==> src/hw/vbf_consts.vh <==
// constants for the vpw link filter, framing and fifo
`ifndef VBF_CONSTS_VH
`define VBF_CONSTS_VH

// ----------------------------------------------------------------
// clocking
// ----------------------------------------------------------------
`define VBF_REF_MHZ      250
`define VBF_LINK_DIV     250
`define VBF_US2TK(us)    ((us) * `VBF_REF_MHZ / `VBF_LINK_DIV)
`define VBF_BIT_RATE_BPS 10400

// ----------------------------------------------------------------
// symbol times in microseconds
// ----------------------------------------------------------------
`define VBF_SHORT_US     (2000000 / (3 * `VBF_BIT_RATE_BPS))
`define VBF_LONG_US      (2 * `VBF_SHORT_US)
`define VBF_SOF_US       200
`define VBF_EOF_US       280
`define VBF_IFS_US       300
`define VBF_RX_MIN_US    34
`define VBF_RX_SL_US     96
`define VBF_RX_LS_US     163
`define VBF_RX_BRK_US    239

// ----------------------------------------------------------------
// filter, crc, framing and fifo
// ----------------------------------------------------------------
`define VBF_FILT_MAX     4'hf
`define VBF_FILT_MIN     4'h0
`define VBF_CRC_POLY     8'h1d
`define VBF_CRC_INIT     8'hff
`define VBF_CRC_GOOD     8'hc4
`define VBF_MAX_BYTES    4'hc
`define VBF_FIFO_DEPTH   8

`endif

==> src/hw/vbf_link.v <==
// vpw link: rx noise filter, symbol decode, framing, crc, tx encoder
//
// Contract
// RQ1: sample rx line on link clock rise
// RQ2: count up/down on following fall edge
// RQ3: at 15 set output, saturate high
// RQ4: at 0 clear output, saturate low
// RQ5: output holds until opposite end reached
// RQ6: clean edge reaches output in 15-16 periods
// RQ7: filtered too-short pulses flag invalid symbol
// RQ8: at most 12 bytes, msb first
// RQ9: 200 us sof, excluded from crc
// RQ10: transmit needs at least one data byte
// RQ11: crc appended on tx, checked on rx
// RQ12: crc poly 0x1d, init all ones, serial
// RQ13: tx crc is inverted remainder, msb first
// RQ14: rx remainder not c4 sets crc error
// RQ15: 200 us passive is eod, no flag
// RQ16: 280 us passive is eof, sets flag
// RQ17: optional in-frame response accepted
// RQ18: symbol times for 10.4 kbps, link clock base
// RQ19: reset puts filter at zero, output low
`timescale 1ns/1ps
`include "vbf_consts.vh"
module vbf_link #(
  parameter DIV = `VBF_LINK_DIV
) (
  input  wire       ref_clk,
  input  wire       rst_n,
  input  wire       rx_line_input,
  output reg        tx_line_output,
  input  wire [7:0] tx_data,
  input  wire       tx_last,
  input  wire       tx_valid,
  output wire       tx_ready,
  output reg  [7:0] rx_data,
  output reg        rx_valid,
  output reg        rx_eod,
  input  wire       flag_clr,
  output reg  [2:0] state_vector_register,
  output wire       rx_filtered,
  output wire       tx_busy
);
  // ----------------------------------------------------------------
  // timing counts in link clock periods
  // ----------------------------------------------------------------
  localparam integer I_SHORT = `VBF_US2TK(`VBF_SHORT_US);
  localparam integer I_LONG  = `VBF_US2TK(`VBF_LONG_US);
  localparam integer I_SOF   = `VBF_US2TK(`VBF_SOF_US);
  localparam integer I_EOF   = `VBF_US2TK(`VBF_RX_BRK_US);
  localparam integer I_IFS   = `VBF_US2TK(`VBF_IFS_US);
  localparam integer I_MIN   = `VBF_US2TK(`VBF_RX_MIN_US);
  localparam integer I_SL    = `VBF_US2TK(`VBF_RX_SL_US);
  localparam integer I_LS    = `VBF_US2TK(`VBF_RX_LS_US);
  localparam integer I_HALF  = DIV / 2;
  localparam integer I_DIV1  = DIV - 1;
  localparam [9:0]   C_SHORT = I_SHORT[9:0];
  localparam [9:0]   C_LONG  = I_LONG[9:0];
  localparam [9:0]   C_SOF   = I_SOF[9:0];
  localparam [9:0]   C_EOF   = I_EOF[9:0];
  localparam [9:0]   C_IFS   = I_IFS[9:0];
  localparam [9:0]   C_MIN   = I_MIN[9:0];
  localparam [9:0]   C_SL    = I_SL[9:0];
  localparam [9:0]   C_LS    = I_LS[9:0];
  localparam [9:0]   C_DIV1  = I_DIV1[9:0];
  localparam [9:0]   C_HALF  = I_HALF[9:0];

  // symbol classes
  localparam [2:0] K_BAD = 3'h0;
  localparam [2:0] K_SH  = 3'h1;
  localparam [2:0] K_LG  = 3'h2;
  localparam [2:0] K_SOF = 3'h3;
  localparam [2:0] K_BRK = 3'h4;

  // rx states
  localparam [3:0] R_IDLE = 4'h1;
  localparam [3:0] R_DATA = 4'h2;
  localparam [3:0] R_IFR  = 4'h4;
  localparam [3:0] R_NB   = 4'h8;

  // tx states
  localparam [2:0] T_IDLE = 3'h1;
  localparam [2:0] T_SOF  = 3'h2;
  localparam [2:0] T_BIT  = 3'h4;

  function [7:0] crc_step;
    input [7:0] crc;
    input       bitv;
    begin
      crc_step = {crc[6:0], 1'b0} ^ ((crc[7] ^ bitv) ? `VBF_CRC_POLY : 8'h00); // RQ12
    end
  endfunction

  function [2:0] sym_class;
    input [9:0] len;
    begin
      if (len < C_MIN) begin
        sym_class = K_BAD;
      end else if (len < C_SL) begin
        sym_class = K_SH;
      end else if (len < C_LS) begin
        sym_class = K_LG;
      end else if (len < C_EOF) begin
        sym_class = K_SOF;
      end else begin
        sym_class = K_BRK;
      end
    end
  endfunction

  // ----------------------------------------------------------------
  // link clock enables
  // ----------------------------------------------------------------
  reg  [9:0] div_q;
  wire       rise_en = (div_q == 10'h000);
  wire       fall_en = (div_q == C_HALF);

  always @(posedge ref_clk) begin
    if (!rst_n || div_q == C_DIV1) begin
      div_q <= 10'h000;
    end else begin
      div_q <= div_q + 10'h001;
    end
  end

  // ----------------------------------------------------------------
  // rx digital filter
  // ----------------------------------------------------------------
  reg       s1_q;
  reg       s2_q;
  reg       samp_q;
  reg [3:0] fcnt_q;
  reg       filt_q;

  always @(posedge ref_clk) begin
    if (!rst_n) begin
      s1_q   <= 1'b0;
      s2_q   <= 1'b0;
      samp_q <= 1'b0;
      fcnt_q <= `VBF_FILT_MIN; // RQ19
      filt_q <= 1'b0; // RQ19
    end else begin
      s1_q <= rx_line_input;
      s2_q <= s1_q;
      if (rise_en) begin
        samp_q <= s2_q; // RQ1
      end
      if (fall_en) begin
        // saturating walk gives the 15-16 period delay
        if (samp_q && fcnt_q != `VBF_FILT_MAX) begin
          fcnt_q <= fcnt_q + 4'h1; // RQ2 RQ6
        end else if (!samp_q && fcnt_q != `VBF_FILT_MIN) begin
          fcnt_q <= fcnt_q - 4'h1; // RQ2 RQ6
        end
        if (samp_q && fcnt_q == `VBF_FILT_MAX - 4'h1) begin
          filt_q <= 1'b1; // RQ3 RQ5
        end else if (!samp_q && fcnt_q == `VBF_FILT_MIN + 4'h1) begin
          filt_q <= 1'b0; // RQ4 RQ5
        end
      end
    end
  end

  assign rx_filtered = filt_q;

  // ----------------------------------------------------------------
  // rx symbol decode and framing
  // ----------------------------------------------------------------
  reg  [3:0] rst_q;
  reg        fprev_q;
  reg  [9:0] dur_q;
  reg  [7:0] rsh_q;
  reg  [2:0] rbit_q;
  reg  [3:0] rbytes_q;
  reg  [7:0] rcrc_q;
  reg        set_crc;
  reg        set_eof;
  reg        set_inv;
  wire       edge_ev = filt_q ^ fprev_q;
  wire [2:0] cls     = sym_class(dur_q);
  wire       is_bit  = (cls == K_SH) || (cls == K_LG);
  // passive long is 1, active long is 0
  wire       bitv    = (cls == K_LG) ^ fprev_q;
  wire       rx_idle = !filt_q && (dur_q >= C_IFS) && (rst_q == R_IDLE);

  always @(posedge ref_clk) begin
    if (!rst_n) begin
      rst_q    <= R_IDLE;
      fprev_q  <= 1'b0;
      dur_q    <= 10'h000;
      rsh_q    <= 8'h00;
      rbit_q   <= 3'h0;
      rbytes_q <= 4'h0;
      rcrc_q   <= `VBF_CRC_INIT;
      rx_data  <= 8'h00;
      rx_valid <= 1'b0;
      rx_eod   <= 1'b0;
      set_crc  <= 1'b0;
      set_eof  <= 1'b0;
      set_inv  <= 1'b0;
    end else begin
      rx_valid <= 1'b0;
      rx_eod   <= 1'b0;
      set_crc  <= 1'b0;
      set_eof  <= 1'b0;
      set_inv  <= 1'b0;
      fprev_q  <= filt_q;
      if (edge_ev) begin
        dur_q <= 10'h000;
      end else if (rise_en && dur_q != 10'h3ff) begin
        dur_q <= dur_q + 10'h001; // RQ18
      end
      case (rst_q)
        R_IDLE: begin
          if (edge_ev && fprev_q && cls == K_SOF) begin
            rst_q    <= R_DATA; // RQ9
            rcrc_q   <= `VBF_CRC_INIT; // RQ9 RQ12
            rbit_q   <= 3'h0;
            rbytes_q <= 4'h0;
          end else if (edge_ev && fprev_q && cls == K_BAD) begin
            set_inv <= 1'b1; // RQ7
          end
        end
        R_DATA: begin
          if (edge_ev) begin
            if (!is_bit || rbytes_q == `VBF_MAX_BYTES) begin
              set_inv <= 1'b1; // RQ7 RQ8
              rst_q   <= R_IDLE;
            end else begin
              rsh_q  <= {rsh_q[6:0], bitv}; // RQ8
              rcrc_q <= crc_step(rcrc_q, bitv); // RQ11
              rbit_q <= rbit_q + 3'h1;
              if (rbit_q == 3'h7) begin
                rx_data  <= {rsh_q[6:0], bitv};
                rx_valid <= 1'b1;
                rbytes_q <= rbytes_q + 4'h1;
              end
            end
          end else if (!filt_q && dur_q == C_LS) begin
            if (rbit_q == 3'h0 && rbytes_q != 4'h0) begin
              rx_eod  <= 1'b1; // RQ15
              set_crc <= (rcrc_q != `VBF_CRC_GOOD); // RQ14
              rst_q   <= R_IFR;
            end else begin
              set_inv <= 1'b1;
              rst_q   <= R_IDLE;
            end
          end
        end
        R_IFR: begin
          if (edge_ev) begin
            rst_q <= R_NB; // RQ17
          end else if (!filt_q && dur_q == C_EOF) begin
            set_eof <= 1'b1; // RQ16
            rst_q   <= R_IDLE;
          end
        end
        R_NB: begin
          if (edge_ev) begin
            if (is_bit) begin
              rst_q  <= R_DATA; // RQ17
              rcrc_q <= `VBF_CRC_INIT;
              rbit_q <= 3'h0;
            end else begin
              set_inv <= 1'b1;
              rst_q   <= R_IDLE;
            end
          end
        end
        default: begin
          rst_q <= R_IDLE;
        end
      endcase
    end
  end

  // sticky flags: {invalid, eof, crc error}; a set beats a clear
  always @(posedge ref_clk) begin
    if (!rst_n) begin
      state_vector_register <= 3'h0;
    end else begin
      state_vector_register <= (flag_clr ? 3'h0 : state_vector_register)
                               | {set_inv, set_eof, set_crc}; // RQ14 RQ16
    end
  end

  // ----------------------------------------------------------------
  // tx fifo and encoder
  // ----------------------------------------------------------------
  wire [8:0] f_data;
  wire       f_vld;
  reg        f_pop;

  vbf_fifo #(
    .W  (9),
    .D  (`VBF_FIFO_DEPTH),
    .AW (3)
  ) u_fifo (
    .ref_clk   (ref_clk),
    .rst_n     (rst_n),
    .in_data   ({tx_last, tx_data}),
    .in_valid  (tx_valid),
    .in_ready  (tx_ready),
    .out_data  (f_data),
    .out_valid (f_vld),
    .out_ready (f_pop)
  );

  reg  [2:0] tst_q;
  reg  [9:0] tcnt_q;
  reg  [7:0] tsh_q;
  reg  [2:0] tbit_q;
  reg  [3:0] tbytes_q;
  reg  [7:0] tcrc_q;
  reg        tlast_q;
  reg        tcrcph_q;
  wire       tk_end = rise_en && (tcnt_q == 10'h001);
  reg        ld;
  reg        ld_v;
  reg        ld_lvl;
  reg        ld_new;
  reg        ld_crc;
  reg  [7:0] ld_byte;

  // next bit to drive at the end of the current symbol
  always @* begin
    ld      = 1'b0;
    ld_v    = 1'b0;
    ld_lvl  = 1'b0;
    ld_new  = 1'b0;
    ld_crc  = 1'b0;
    ld_byte = tsh_q;
    f_pop   = 1'b0;
    if (tk_end && tst_q == T_SOF) begin
      ld      = 1'b1;
      ld_new  = 1'b1;
      ld_byte = f_data[7:0]; // RQ10
      f_pop   = 1'b1;
    end else if (tk_end && tst_q == T_BIT) begin
      if (tbit_q != 3'h7) begin
        ld      = 1'b1;
        ld_byte = {tsh_q[6:0], 1'b0};
        ld_lvl  = ~tbit_q[0];
      end else if (!tcrcph_q && f_vld && !tlast_q
                   && tbytes_q < `VBF_MAX_BYTES - 4'h1) begin
        ld      = 1'b1;
        ld_new  = 1'b1;
        ld_byte = f_data[7:0];
        f_pop   = 1'b1;
      end else if (!tcrcph_q) begin
        ld      = 1'b1;
        ld_crc  = 1'b1;
        ld_new  = 1'b1;
        ld_byte = ~tcrc_q; // RQ13
      end
    end
    ld_v = ld_byte[7]; // RQ8 RQ13
  end

  always @(posedge ref_clk) begin
    if (!rst_n) begin
      tst_q          <= T_IDLE;
      tcnt_q         <= 10'h000;
      tsh_q          <= 8'h00;
      tbit_q         <= 3'h0;
      tbytes_q       <= 4'h0;
      tcrc_q         <= `VBF_CRC_INIT;
      tlast_q        <= 1'b0;
      tcrcph_q       <= 1'b0;
      tx_line_output <= 1'b0;
    end else begin
      if (rise_en && tcnt_q != 10'h000) begin
        tcnt_q <= tcnt_q - 10'h001;
      end
      case (tst_q)
        T_IDLE: begin
          if (f_vld && rx_idle && rise_en) begin
            tst_q          <= T_SOF;
            tx_line_output <= 1'b1; // RQ9
            tcnt_q         <= C_SOF; // RQ9
            tcrc_q         <= `VBF_CRC_INIT; // RQ12
            tbytes_q       <= 4'h0;
            tcrcph_q       <= 1'b0;
          end
        end
        T_SOF, T_BIT: begin
          if (ld) begin
            tst_q          <= T_BIT;
            tx_line_output <= ld_lvl;
            tcnt_q         <= (ld_v ^ ld_lvl) ? C_LONG : C_SHORT; // RQ18
            tsh_q          <= ld_byte;
            if (!(ld_crc || tcrcph_q)) begin
              tcrc_q <= crc_step(tcrc_q, ld_v); // RQ11
            end
            if (ld_new) begin
              tbit_q   <= 3'h0;
              tcrcph_q <= ld_crc;
              if (!ld_crc) begin
                tlast_q  <= f_data[8];
                tbytes_q <= tbytes_q + 4'h1;
              end
            end else begin
              tbit_q <= tbit_q + 3'h1;
            end
          end else if (tk_end) begin
            tst_q          <= T_IDLE;
            tx_line_output <= 1'b0;
          end
        end
        default: begin
          tst_q <= T_IDLE;
        end
      endcase
    end
  end

  assign tx_busy = (tst_q != T_IDLE);
endmodule // vbf_link

==> src/hw/vbf_fifo.v <==
// synchronous fifo with valid/ready on both sides
`timescale 1ns/1ps
module vbf_fifo #(
  parameter W  = 9,
  parameter D  = 8,
  parameter AW = 3
) (
  input  wire         ref_clk,
  input  wire         rst_n,
  input  wire [W-1:0] in_data,
  input  wire         in_valid,
  output wire         in_ready,
  output wire [W-1:0] out_data,
  output wire         out_valid,
  input  wire         out_ready
);
  reg [W-1:0] mem_q [0:D-1];
  reg [AW:0]  wp_q;
  reg [AW:0]  rp_q;
  wire        do_wr;
  wire        do_rd;

  assign in_ready  = (wp_q - rp_q) != D[AW:0];
  assign out_valid = wp_q != rp_q;
  assign do_wr     = in_valid && in_ready;
  assign do_rd     = out_valid && out_ready;
  assign out_data  = mem_q[rp_q[AW-1:0]];

  always @(posedge ref_clk) begin
    if (do_wr) begin
      mem_q[wp_q[AW-1:0]] <= in_data;
    end
  end

  always @(posedge ref_clk) begin
    if (!rst_n) begin
      wp_q <= {(AW+1){1'b0}};
      rp_q <= {(AW+1){1'b0}};
    end else begin
      if (do_wr) begin
        wp_q <= wp_q + 1'b1;
      end
      if (do_rd) begin
        rp_q <= rp_q + 1'b1;
      end
    end
  end
endmodule // vbf_fifo

==> config.mk <==
export PLATFORM = sky130hd
export DESIGN_NAME = vbf_link
export DESIGN_NICKNAME = d
export VERILOG_FILES = /design/src/hw/vbf_link.v /design/src/hw/vbf_fifo.v
export VERILOG_INCLUDE_DIRS = /design/src /design/src/hw
export SDC_FILE = /design/constraint.sdc
export NUM_CORES = 1
export LEC_CHECK = 0
export ABC_AREA = 1
export BUFFER_PORTS_ARGS = -buffer_cell sky130_fd_sc_hd__buf_2
export CORE_ASPECT_RATIO = 1.2
export CORE_MARGIN = 2
export CORE_UTILIZATION = 30
export CTS_CLUSTER_SIZE = 16
export DETAILED_ROUTE_END_ITERATION = 8
export SLEW_MARGIN = 25
export SYNTH_ARGS = -nofsm -noshare
export SYNTH_HDL_FRONTEND = slang
export SYNTH_SLANG_ARGS = --single-unit
==> constraint.sdc <==
create_clock -name ref_clk -period 3.1 [get_ports ref_clk]
set_input_delay 0.31 -clock ref_clk [delete_from_list [all_inputs] [get_ports ref_clk]]
set_output_delay 0.31 -clock ref_clk [all_outputs]
set_load 0.01 [all_outputs]
* Word level (Yosys, flattened, before mapping)
Memory sizes are Yosys's and may differ from the RTL's. A register that Yosys moved wholly into a read port is not among the register bits. Index checks and enable logic that the tools add are counted.
Cells by class: $add $sub $neg 12, $lt $le $gt $ge 6, equality and inequality tests 42, mux-type cells 105, bitwise operators 18, reductions and logical operators 67
Operators with widths (number):
- two-way mux 8 bit | 14
- two-way mux 4 bit | 17
- two-way mux 3 bit | 17
- two-way mux 1 bit | 40
- == test 10 x 8 -> 1 bit (second input constant) | 3
- two-way mux 10 bit | 3
- logical AND 1 bit | 24
- one-hot mux 8 bit (3 select lines) | 1
- adder 10 x 1 -> 10 bit (second input constant) | 2
- adder 4 x 1 -> 4 bit (second input constant) | 5
- < comparator 10 x 8 -> 1 bit (second input constant) | 2
- != test 2 bit (second input constant) | 10
- one-hot mux 10 bit (2 select lines) | 1
- AND reduction 4 bit | 5
- one-hot mux 4 bit (2 select lines) | 2
- one-hot mux 4 bit (4 select lines) | 1
- one-hot mux 8 bit (2 select lines) | 1
- bitwise XOR 8 x 5 -> 8 bit | 2
- != test 3 bit (second input constant) | 5
- AND reduction 5 bit | 3
- == test 4 bit (second input constant) | 3
- == test 10 x 1 -> 1 bit (second input constant) | 1
- == test 10 x 7 -> 1 bit (second input constant) | 1
- >= comparator 10 x 9 -> 1 bit (second input constant) | 1
- other kinds (45) | 86
Storage, ports and cells: bits in registers 118, memory bits (writable) 72, bits of input ports 14, memories kept 1
Memory list:
- u_fifo.mem_q | words 8, width 9, rd ports 1, clocked after Yosys merged registers in 1, wr ports 1, line vbf_fifo.v:17 | reg [W-1:0] mem_q [0:D-1];

* Depth between registers and ports, before layout
Gate-level depths: netlist (run 1).
word-level depth 14, gate-level depth with buffers 15, mapped depth without buffers 15

* Cells and area by module
A second synthesis (run 1) with hierarchy kept.
Unflattened totals: cells, all modules 1134, area, all modules 9430.3 um^2
By module, submodules not included:
- vbf_link | instances 1, cells each 831, area each 5969.5 um^2, sequential area each 2202.1 um^2
- vbf_fifo | instances 1, cells each 303, area each 3460.8 um^2, sequential area each 2382.3 um^2

* Worst setup path after synthesis (run 1)
Ideal clock, no wire load.
kind reg-to-reg, start point reg u_fifo.rp_q[1], end point mem u_fifo.mem_q[7][0] (enable), arrival 1992 ps, required time 2723 ps, path slack 731 ps, stages on the path, launching flop included 11, period minus slack after synthesis 2369 ps, cells stage by stage dfxtp_1 -> inv_1 -> ha_1 -> a21oi_1 -> o21bai_1 -> o21a_1 -> nand2_1 -> nand2_1 -> inv_1 -> nand2_1 -> nor2_1
Between the ends: longest elaborated chain between the ends 5
RTL lines:
- start, declared | line vbf_fifo.v:19 | reg [AW:0] rp_q;
- start signal, assigned | line vbf_fifo.v:38 | rp_q <= {(AW+1){1'b0}};
- start signal, assigned | line vbf_fifo.v:44 | rp_q <= rp_q + 1'b1;
- subtractor 4 bit | line vbf_fifo.v:23 | assign in_ready = (wp_q - rp_q) != D[AW:0];
- != test 4 bit | line vbf_fifo.v:23
- via tx_ready | line vbf_link.v:35 | output wire tx_ready,
- logical AND 1 bit | line vbf_fifo.v:25 | assign do_wr = in_valid && in_ready;
- two-way mux 1 bit | line vbf_fifo.v:30 | if (do_wr) begin
- two-way mux 1 bit (implied by the code) | line vbf_fifo.v:31 | mem_q[wp_q[AW-1:0]] <= in_data;
- end, declared | line vbf_fifo.v:17
The timed path passes the listed nets, and every way through them passes these cells.

* Worst setup path in the final report (run 1)
start point reg u_fifo.rp_q[1], end point mem u_fifo.mem_q[4][3] (enable)
Between the ends: longest elaborated chain between the ends 5
RTL lines (line):
- subtractor 4 bit | vbf_fifo.v:23
- != test 4 bit | vbf_fifo.v:23
- logical AND 1 bit | vbf_fifo.v:25
- two-way mux 1 bit | vbf_fifo.v:30
- two-way mux 1 bit (implied by the code) | vbf_fifo.v:31
Every way passes these cells.

==> summary.txt, run 1 <==
Run status
  • Outcome: complete, no violations

Final layout
  • Antenna Cells: 0
  • Layout Nets: 1182
  • Fillers: 3195
  • Layout cells sized above 1: 13.7%
  • Area growth, synth to finish: 13.4%
  • Fin cells: 1551
  • Design area: 10500 sq um

Synth
  • Commonest register cell after synthesis: dfxtp_1
  • Top-area cell type share of the netlist area: 26.2%
  • Syn Area/Cell: 8.37 sq um
  • Sequential share of the synthesized area: 49.5%
  • Async set-or-reset flop fraction in the synthesized netlist: 0%
  • Post-synth EDFFs: 72
  • Warnings, synthesis: 0
  • Syn_nets: 1147
  • Post-synthesis cell count: 1107
  • Most frequent cell after synthesis: nand2_1
  • Post-Syn Area: 9260 sq um
  • Post-synth top area cell: dfxtp_1
  • Synth unique cells: 53
  • Register bit total from synthesis: 193
  • Post-synth top cells: nand2_1 (195), inv_1 (128), dfxtp_1 (121)
  • Ranking of synthesized cells by area: dfxtp_1 (26%), edfxtp_1 (23%), nand2_1 (7.9%)

Setup path
  • Max Fanout on Critical Path: 9
  • CP endpoint kind: flip-flop
  • Reg2reg start: u_fifo.rp_q[1]
  • WS Path Type: flip-flop to flip-flop
  • CP Cell Sequence: inv_1 -> ha_1 -> a21oi_1 -> o21bai_1 -> o21a_1 -> nand2_1 -> nand2_1 -> inv_1 -> nand2_1 -> nor2_1
  • CP startpoint kind: flip-flop
  • Slowest stage delay, CP: 0.59 ns
  • Critical Path Start: u_fifo.rp_q[1]
  • Arrival time at the worst endpoint: 2.69 ns
  • Most Frequent Cell on Critical Path: nand2_1
  • Critical Path RT: 3.18 ns
  • Slowest cell on crit path: nor2_1

STA
  • RSZ-0062 raised after global routing: no
  • Worst slew pin tran: 0.783 ns
  • Final Max Tran Viols: 0
  • Min Tclk post-route: 2.61 ns
  • Final Cycle Share: 84.2%
  • Final-report setup violation count: 0
  • Slew headroom: 47.7%
  • Layout Skew: 0.0105 ns
  • Setup_tns: 0 ns
  • Fmax: 383 MHz
  • Hold Fails Final Rpt: 0

Die
  • Core ar.: 30500 sq um
  • # IOs: 31
  • Row cnt: 70
  • Starting Density: 30.4%
  • Die span in y: 196 um
  • Die Area: 32300 sq um
  • Die width: 164 um

CTS
  • Sink Count: 193
  • CTS Buf Count: 17
  • Bufs on Longest Clock Path: 2
  • Hold buffers post-CTS: 0
  • Clk root buf: clkbuf_16
  • CTS H-Tree Depth: 4
  • Skew-Pair Late Insertion Delay: 0.44 ns
  • Post-CTS sizing: 0
  • Post-CTS setup buffer count: 0
  • Clk slew on worst S/H paths: 0.07 ns
  • CTS tree: yes

Power
  • Cell Pwr Density: 593 nW/um^2
  • Total power: 6230 uW
  • LEAKAGE: 0.00429 uW
  • VDD IR-drop max: 0.340 mV

Min path
  • Hold crit path type: primary input to flip-flop
  • HP Start: rx_line_input

Drt
  • Avg WL per Cell: 13.2 um
  • Post-DRT Antenna Nets: 0
  • Vias/cell: 4.73
  • Initial DRC Count: 457
  • 1st-pass router iterations: 6
  • Detailed-route DRC error count: 0
  • Via count: 7333
  • Routed wire length: 20500 um

Global routing
  • Largest net degree at the start of global routing: 39
  • Global-route usage over all layers: 13.3%
  • First-pass GRT wire length: 34700 um
  • Vias in the first global route: 7102
  • Gr ovfl total: 0
  • Antenna violations before repair: 0

Flow run
  • Maxcap violations: 0

Place
  • Placed insts: 1519
  • Placement-stage cell area: 9870 sq um
  • Port Buffers: 30
  • Routability congestion estimate: 0.850
  • Hpwl dp: 14600 um
==> critical path, delay by kind of cell, from the launching register on <==
kind,cells,cell delay (ns)
fa+ha+maj,1,0.30
compound gates,3,0.54
simple gates,4,0.89
flops,1,0.36
buf+inv,2,0.16
==> power by group <==
part / internal (uW) / switching (uW)
Sequential: 2770 / 108
Combinational: 359 / 700
Clock: 1180 / 1110
==> layer usage <==
metal	vias to the layer above	global-route usage, %	wire length, um
li1	3780	-	-
met1	3403	17.0	9300
met2	122	22.7	10100
met3	28	2.36	688
met4	0	4.44	351
met5	-	0	0
==> registers in the layout, indices dropped and copies added (netlist names), 3 cells and up, named ones only <==
| name | flops |
|---|---|
| div_q | 10 |
| dur_q | 10 |
| fcnt_q | 4 |
| rbit_q | 3 |
| rbytes_q | 4 |
| rcrc_q | 8 |
| rsh_q | 7 |
| rst_q | 4 |
| rx_data | 8 |
| state_vector_register | 3 |
| tbit_q | 3 |
| tbytes_q | 4 |
| tcnt_q | 10 |
| tcrc_q | 8 |
| tsh_q | 8 |
| tst_q | 3 |
| u_fifo.mem_q | 72 |
| u_fifo.rp_q | 4 |
| u_fifo.wp_q | 4 |
==> placed cells by master (no fill, tap or decap), types with 5 or more instances in the layout <==
master / instances
buf_4: 12
dfxtp_1: 121
nand2_2: 12
clkbuf_16: 17
nor2_4: 9
o2111ai_1: 6
a211oi_1: 8
nand3_1: 99
o21ai_2: 7
buf_2: 30
o22ai_1: 12
nand4_1: 17
ha_1: 26
nor3_1: 27
nand2_1: 195
inv_2: 17
nand3_2: 5
edfxtp_1: 72
nor2_1: 111
o21ai_0: 63
inv_1: 128
o21ai_1: 5
xor2_1: 12
a21oi_1: 71
or2_2: 8
==> worst paths after layout <==
kind / slack [ns] / to / depth (start not counted)
worst min register to register: 0.43 / s2_q / 2
worst max-delay path: 0.49 / u_fifo.mem_q[4][3] / 10
worst min-delay path: 0.13 / s1_q / 3
worst max register to register: 0.49 / u_fifo.mem_q[4][3] / 10
==> per-stage QoR <==
stage	setup WS [ns]	hold slack, ns	util, %
2_1_floorplan	0.731	0.390	-
3_3_place_gp	0.567	0.405	32.4
5_1_grt	0.267	0.128	34.4
3_5_place_dp	0.469	0.410	32.4
6_report	0.490	0.128	34.4
4_1_cts	0.454	0.126	34.4
==> kinds of logic (layout without fill, tap and decap cells) <==
family                   count (synthesis)  after routing  synth area share [%]
flip-flops                             193            193                  49.5
XOR/XNOR                                15             15                  1.42
adder cells (fa/ha/maj)                 26             26                  3.51
buffers and inverters                  175            223                  7.44
AO/OA/AOI/OAI                          192            192                  12.0
AND/OR/NAND/NOR                        506            506                  26.1
==> layout make-up <==
cell class                 instances  area (sq um)  share of cell area [%]
sequential                       193          4580                    43.7
multi-input combinational        739          3990                    38.0
inverter                         149           566                    5.39
tap                              396           495                    4.72
clock buffer                      17           425                    4.05
timing repair buffer              42           240                    2.29
clock inverter                    15           201                    1.92
Power figures use the tool's default switching activity.
==> run 2: changes to the inputs <==
Clock period 3.1 ns to 2.15 ns, I/O delays scaled along.
==> summary.txt, run 2 (synthesis results as in run 1) <==
Setup path
  • Reg-to-reg setup timing slack: 0.15 ns
  • WS Path Type: flip-flop to primary output
  • Max Fanout on Critical Path: 2
  • Critical Path RT: 1.93 ns
  • Critical Path Start: u_fifo.rp_q[1]
  • Reg2reg end: tcrc_q[3]
  • Reg2reg start: u_fifo.rp_q[2]
  • CP startpoint kind: flip-flop
  • Arrival time at the worst endpoint: 1.82 ns
  • Critical Path Sink: tx_ready
  • CP endpoint kind: primary output
  • R2R cell count: 15

Final layout
  • Layout cells sized above 1: 19.6%
  • Design area: 11000 sq um
  • Antenna Cells: 0
  • Fin cells: 1589
  • Final Util: 36.1%
  • Layout Nets: 1220
  • Commonest non-fill, non-tap cell in the layout: nand2_1
  • Area growth, synth to finish: 18.9%
  • Largest register FFs: 72
  • Fillers: 3185
  • Most frequent cells in the layout: nand2_1 (188), inv_1 (124), dfxtp_1 (115)

Min path
  • WHS Path Cells: 1
  • HP Start: tx_data[4]
  • Hold crit path type: primary input to flip-flop

CTS
  • Sink Count: 193
  • Clk slew on worst S/H paths: 0.08 ns
  • Bufs on Longest Clock Path: 2
  • CTS H-Tree Depth: 4
  • Clk root buf: clkbuf_16
  • CTS Buf Count: 17
  • Skew-Pair Late Insertion Delay: 0.43 ns
  • CTS tree: yes

STA
  • Final-report setup violation count: 0
  • Layout Skew: 0.0134 ns
  • Hold_ws: 0.0964 ns
  • Fmax: 491 MHz
  • Slew headroom: 70.2%
  • Worst slew pin tran: 0.444 ns
  • Hold Fails Final Rpt: 0
  • Final Cycle Share: 94.6%
  • Setup_tns: 0 ns
  • Final Max Tran Viols: 0
  • Min Tclk post-route: 2.03 ns

Die
  • Die span in y: 196 um
  • Row cnt: 70
  • Starting Density: 30.4%
  • Die Area: 32300 sq um
  • # IOs: 31
  • Die width: 164 um
  • Core ar.: 30500 sq um

Place
  • Routability congestion estimate: 0.858
  • Hpwl dp: 15700 um
  • Placed insts: 1549
  • Port Buffers: 30
  • Placement-stage cell area: 10100 sq um

Flow run
  • Maxcap violations: 0

Drt
  • Post-DRT Antenna Nets: 0
  • Routed wire length: 21700 um
  • Avg WL per Cell: 13.7 um
  • Vias/cell: 4.77
  • 1st-pass router iterations: 5
  • Initial DRC Count: 398
  • Via count: 7584
  • Detailed-route DRC error count: 0

Global routing
  • First-pass GRT wire length: 35400 um
  • Largest net degree at the start of global routing: 34
  • Global-route usage over all layers: 13.7%
  • Vias in the first global route: 7338
  • Antenna violations before repair: 0
  • Gr ovfl total: 0

Power
  • Cell Pwr Density: 830 nW/um^2
  • VDD IR-drop max: 0.554 mV
  • LEAKAGE: 0.00450 uW

Run status
  • Outcome: complete, no violations
run 2: worst min path at each step:
| stage | end | slack [ns] |
|---|---|---|
| 3_3_place_gp | s2_q | 0.40 |
| 4_1_cts | u_fifo.mem_q[4][4] | 0.09 |
| 3_5_place_dp | s2_q | 0.40 |
| 5_1_grt | u_fifo.mem_q[4][4] | 0.09 |
| 2_1_floorplan | s1_q | 0.31 |
| 6_report | u_fifo.mem_q[3][4] | 0.1 |
run 2: power by group:
group          switching [uW]  total, uW  internal [uW]
combinational            1070       1680            611
clock                    1520       3300           1780
sequential                161       4160           4000
total                    2740       9130           6390
run 2: stage by stage:
step                total power (uW)  setup WS [ns]
global route                    9620        -0.0195
detailed placement              5810         -0.165
finish                          9130          0.115
floorplan                       5430        -0.0818
CTS                             9120         0.0180
global placement                5790        -0.0893
run 2: layer usage:
metal  global-route usage (%)  wire, um  up-vias
met1                     17.2      9900     3538
met5                        0         0        -
li1                         -         -     3856
met4                     5.60       544        0
met3                     2.78       881       35
met2                     22.9     10400      155
run 2: timing repair:
item,CTS,global route
setup buffers,1,6
hold buffers,1,0
endpoints found under the setup margin,74,105
pin swaps,3,14
gates resized for setup,4,43
endpoints found under the hold margin,1,0
run 2: worst max-delay path, cell delays in order, from the launching register on:
cell and delay [ns]:
dfxtp_2 0.34, inv_2 0.05, ha_4 0.22, a21oi_4 0.16, xor2_1 0.17, o21a_1 0.15, nand2_2 0.06, buf_4 0.13
buf_2 0.12
run 2: final cells by class:
type	count	area [sq um]	share of cell area, %
sequential	193	4590	41.7
multi-input combinational	739	4190	38.1
inverter	149	566	5.14
timing repair buffer	80	557	5.06
tap	396	495	4.50
clock buffer	18	429	3.90
clock inverter	14	181	1.65
==> run 3: changes to the inputs <==
Settings changed: PLACE_DENSITY set to 0.5.
==> summary.txt, run 3 (synthesis results as in run 1) <==
Drt
  • Detailed-route DRC error count: 0
  • 1st-pass router iterations: 5
  • Routed wire length: 22400 um
  • Via count: 7471
  • Vias/cell: 4.68
  • Post-DRT Antenna Nets: 0
  • Initial DRC Count: 430
  • Avg WL per Cell: 14.0 um

Final layout
  • Design area: 11000 sq um
  • Layout cells sized above 1: 20.7%
  • Area growth, synth to finish: 19.2%
  • Multi-input combinational cell area: 4180 sq um
  • Layout Nets: 1227
  • Antenna Cells: 0
  • Most frequent cells in the layout: nand2_1 (186), inv_1 (123), dfxtp_1 (115)
  • Register area: 4590 sq um
  • Largest register FFs: 72
  • Commonest non-fill, non-tap cell in the layout: nand2_1
  • Fillers: 3168

Setup path
  • Reg2reg end: tbytes_q[1]
  • WS Path Type: flip-flop to primary output
  • Critical Path RT: 1.93 ns
  • Max Fanout on Critical Path: 2
  • Arrival time at the worst endpoint: 1.80 ns
  • CP endpoint kind: primary output
  • Critical Path Start: u_fifo.rp_q[1]
  • CP startpoint kind: flip-flop
  • Reg2reg start: div_q[1]
  • Critical Path Sink: tx_ready
  • Reg-to-reg setup timing slack: 0.15 ns
  • R2R cell count: 15

STA
  • Min Tclk post-route: 2.01 ns
  • Setup slack after layout: 0.135 ns
  • Hold_ws: 0.113 ns
  • Final-report setup violation count: 0
  • Final Cycle Share: 93.7%
  • Slew headroom: 63.0%
  • Fmax: 496 MHz
  • Worst slew pin tran: 0.551 ns
  • Final Max Tran Viols: 0
  • Layout Skew: 0.0107 ns
  • Hold Fails Final Rpt: 0

CTS
  • Sink Count: 193
  • CTS tree: yes
  • Clk slew on worst S/H paths: 0.08 ns
  • Clk root buf: clkbuf_16
  • CTS Buf Count: 17
  • CTS H-Tree Depth: 4
  • Skew-Pair Late Insertion Delay: 0.44 ns
  • Bufs on Longest Clock Path: 2

Global routing
  • Vias in the first global route: 7201
  • Antenna violations before repair: 0
  • Gr ovfl total: 0
  • First-pass GRT wire length: 36500 um
  • Global-route usage over all layers: 14.3%
  • Largest net degree at the start of global routing: 59

Die
  • Core ar.: 30500 sq um
  • Row cnt: 70
  • Die Area: 32300 sq um
  • Die span in y: 196 um
  • Starting Density: 30.4%
  • # IOs: 31
  • Die width: 164 um

Place
  • Placement-stage cell area: 10200 sq um
  • Routability congestion estimate: 0.822
  • Port Buffers: 30
  • Setup WS pre-CTS: -0.110 ns
  • Hpwl dp: 16100 um

Power
  • Cell Pwr Density: 814 nW/um^2
  • VDD IR-drop max: 0.609 mV
  • LEAKAGE: 0.00452 uW
  • Total power: 8990 uW

Min path
  • Hold crit path type: primary input to flip-flop
  • WHS Path Cells: 1
  • HP Start: tx_data[1]

Run status
  • Outcome: complete, no violations

Flow run
  • Maxcap violations: 0
run 3: what timing repair did:
item	in CTS	in global routing
setup endpoints to repair	74	121
hold buffers	1	0
resized for setup	4	48
endpoints found under the hold margin	1	0
buffers inserted	1	5
cloned	0	1
pin swaps	3	11
run 3: worst min path at each step:
stage                                          end  slack, ns
after detailed placement                      s1_q       0.42
after CTS                 state_vector_register[1]       0.09
final                           u_fifo.mem_q[1][1]       0.11
after global routing            u_fifo.mem_q[1][1]       0.11
after global placement    state_vector_register[0]       0.42
after floorplan                               s1_q       0.31
run 3: area by class of cell:
type / instances / share of cell area, %
sequential: 193 / 41.6
multi-input combinational: 739 / 37.8
timing repair buffer: 87 / 5.77
inverter: 149 / 5.15
tap: 396 / 4.49
clock buffer: 17 / 3.85
clock inverter: 15 / 1.29
run 3: critical path: stages (launching register included):
cell	delay (ns)
dfxtp_2	0.33
inv_2	0.05
ha_4	0.22
a21oi_4	0.15
xor2_1	0.15
o21a_1	0.13
nand2_1	0.07
buf_4	0.14
buf_6	0.11
run 3: stage by stage:
step / util, % / instances / TNS, ns
2_1_floorplan: - / 1107 / -4.68
3_3_place_gp: 33.5 / 1556 / -4.75
3_5_place_dp: 33.5 / 1556 / -6.03
4_1_cts: 35.5 / 1590 / 0
5_1_grt: 36.2 / 1596 / -0.0865
6_report: 36.2 / 1596 / 0
run 3: metal layers:
metal,vias up,track usage [%],part of all wire (%)
met5,-,0,0
met4,0,4.48,1.2
met3,18,2.61,2.7
met2,104,24.8,51
met1,3479,17.8,45
li1,3870,-,-
run 3: power breakdown:
| part | switching (uW) | internal (uW) | leakage [uW] |
|---|---|---|---|
| clock | 1570 | 1550 | 0.000281 |
| sequential | 153 | 4000 | 0.00164 |
| combinational | 1090 | 627 | 0.00261 |
| total | 2810 | 6170 | 0.00452 |
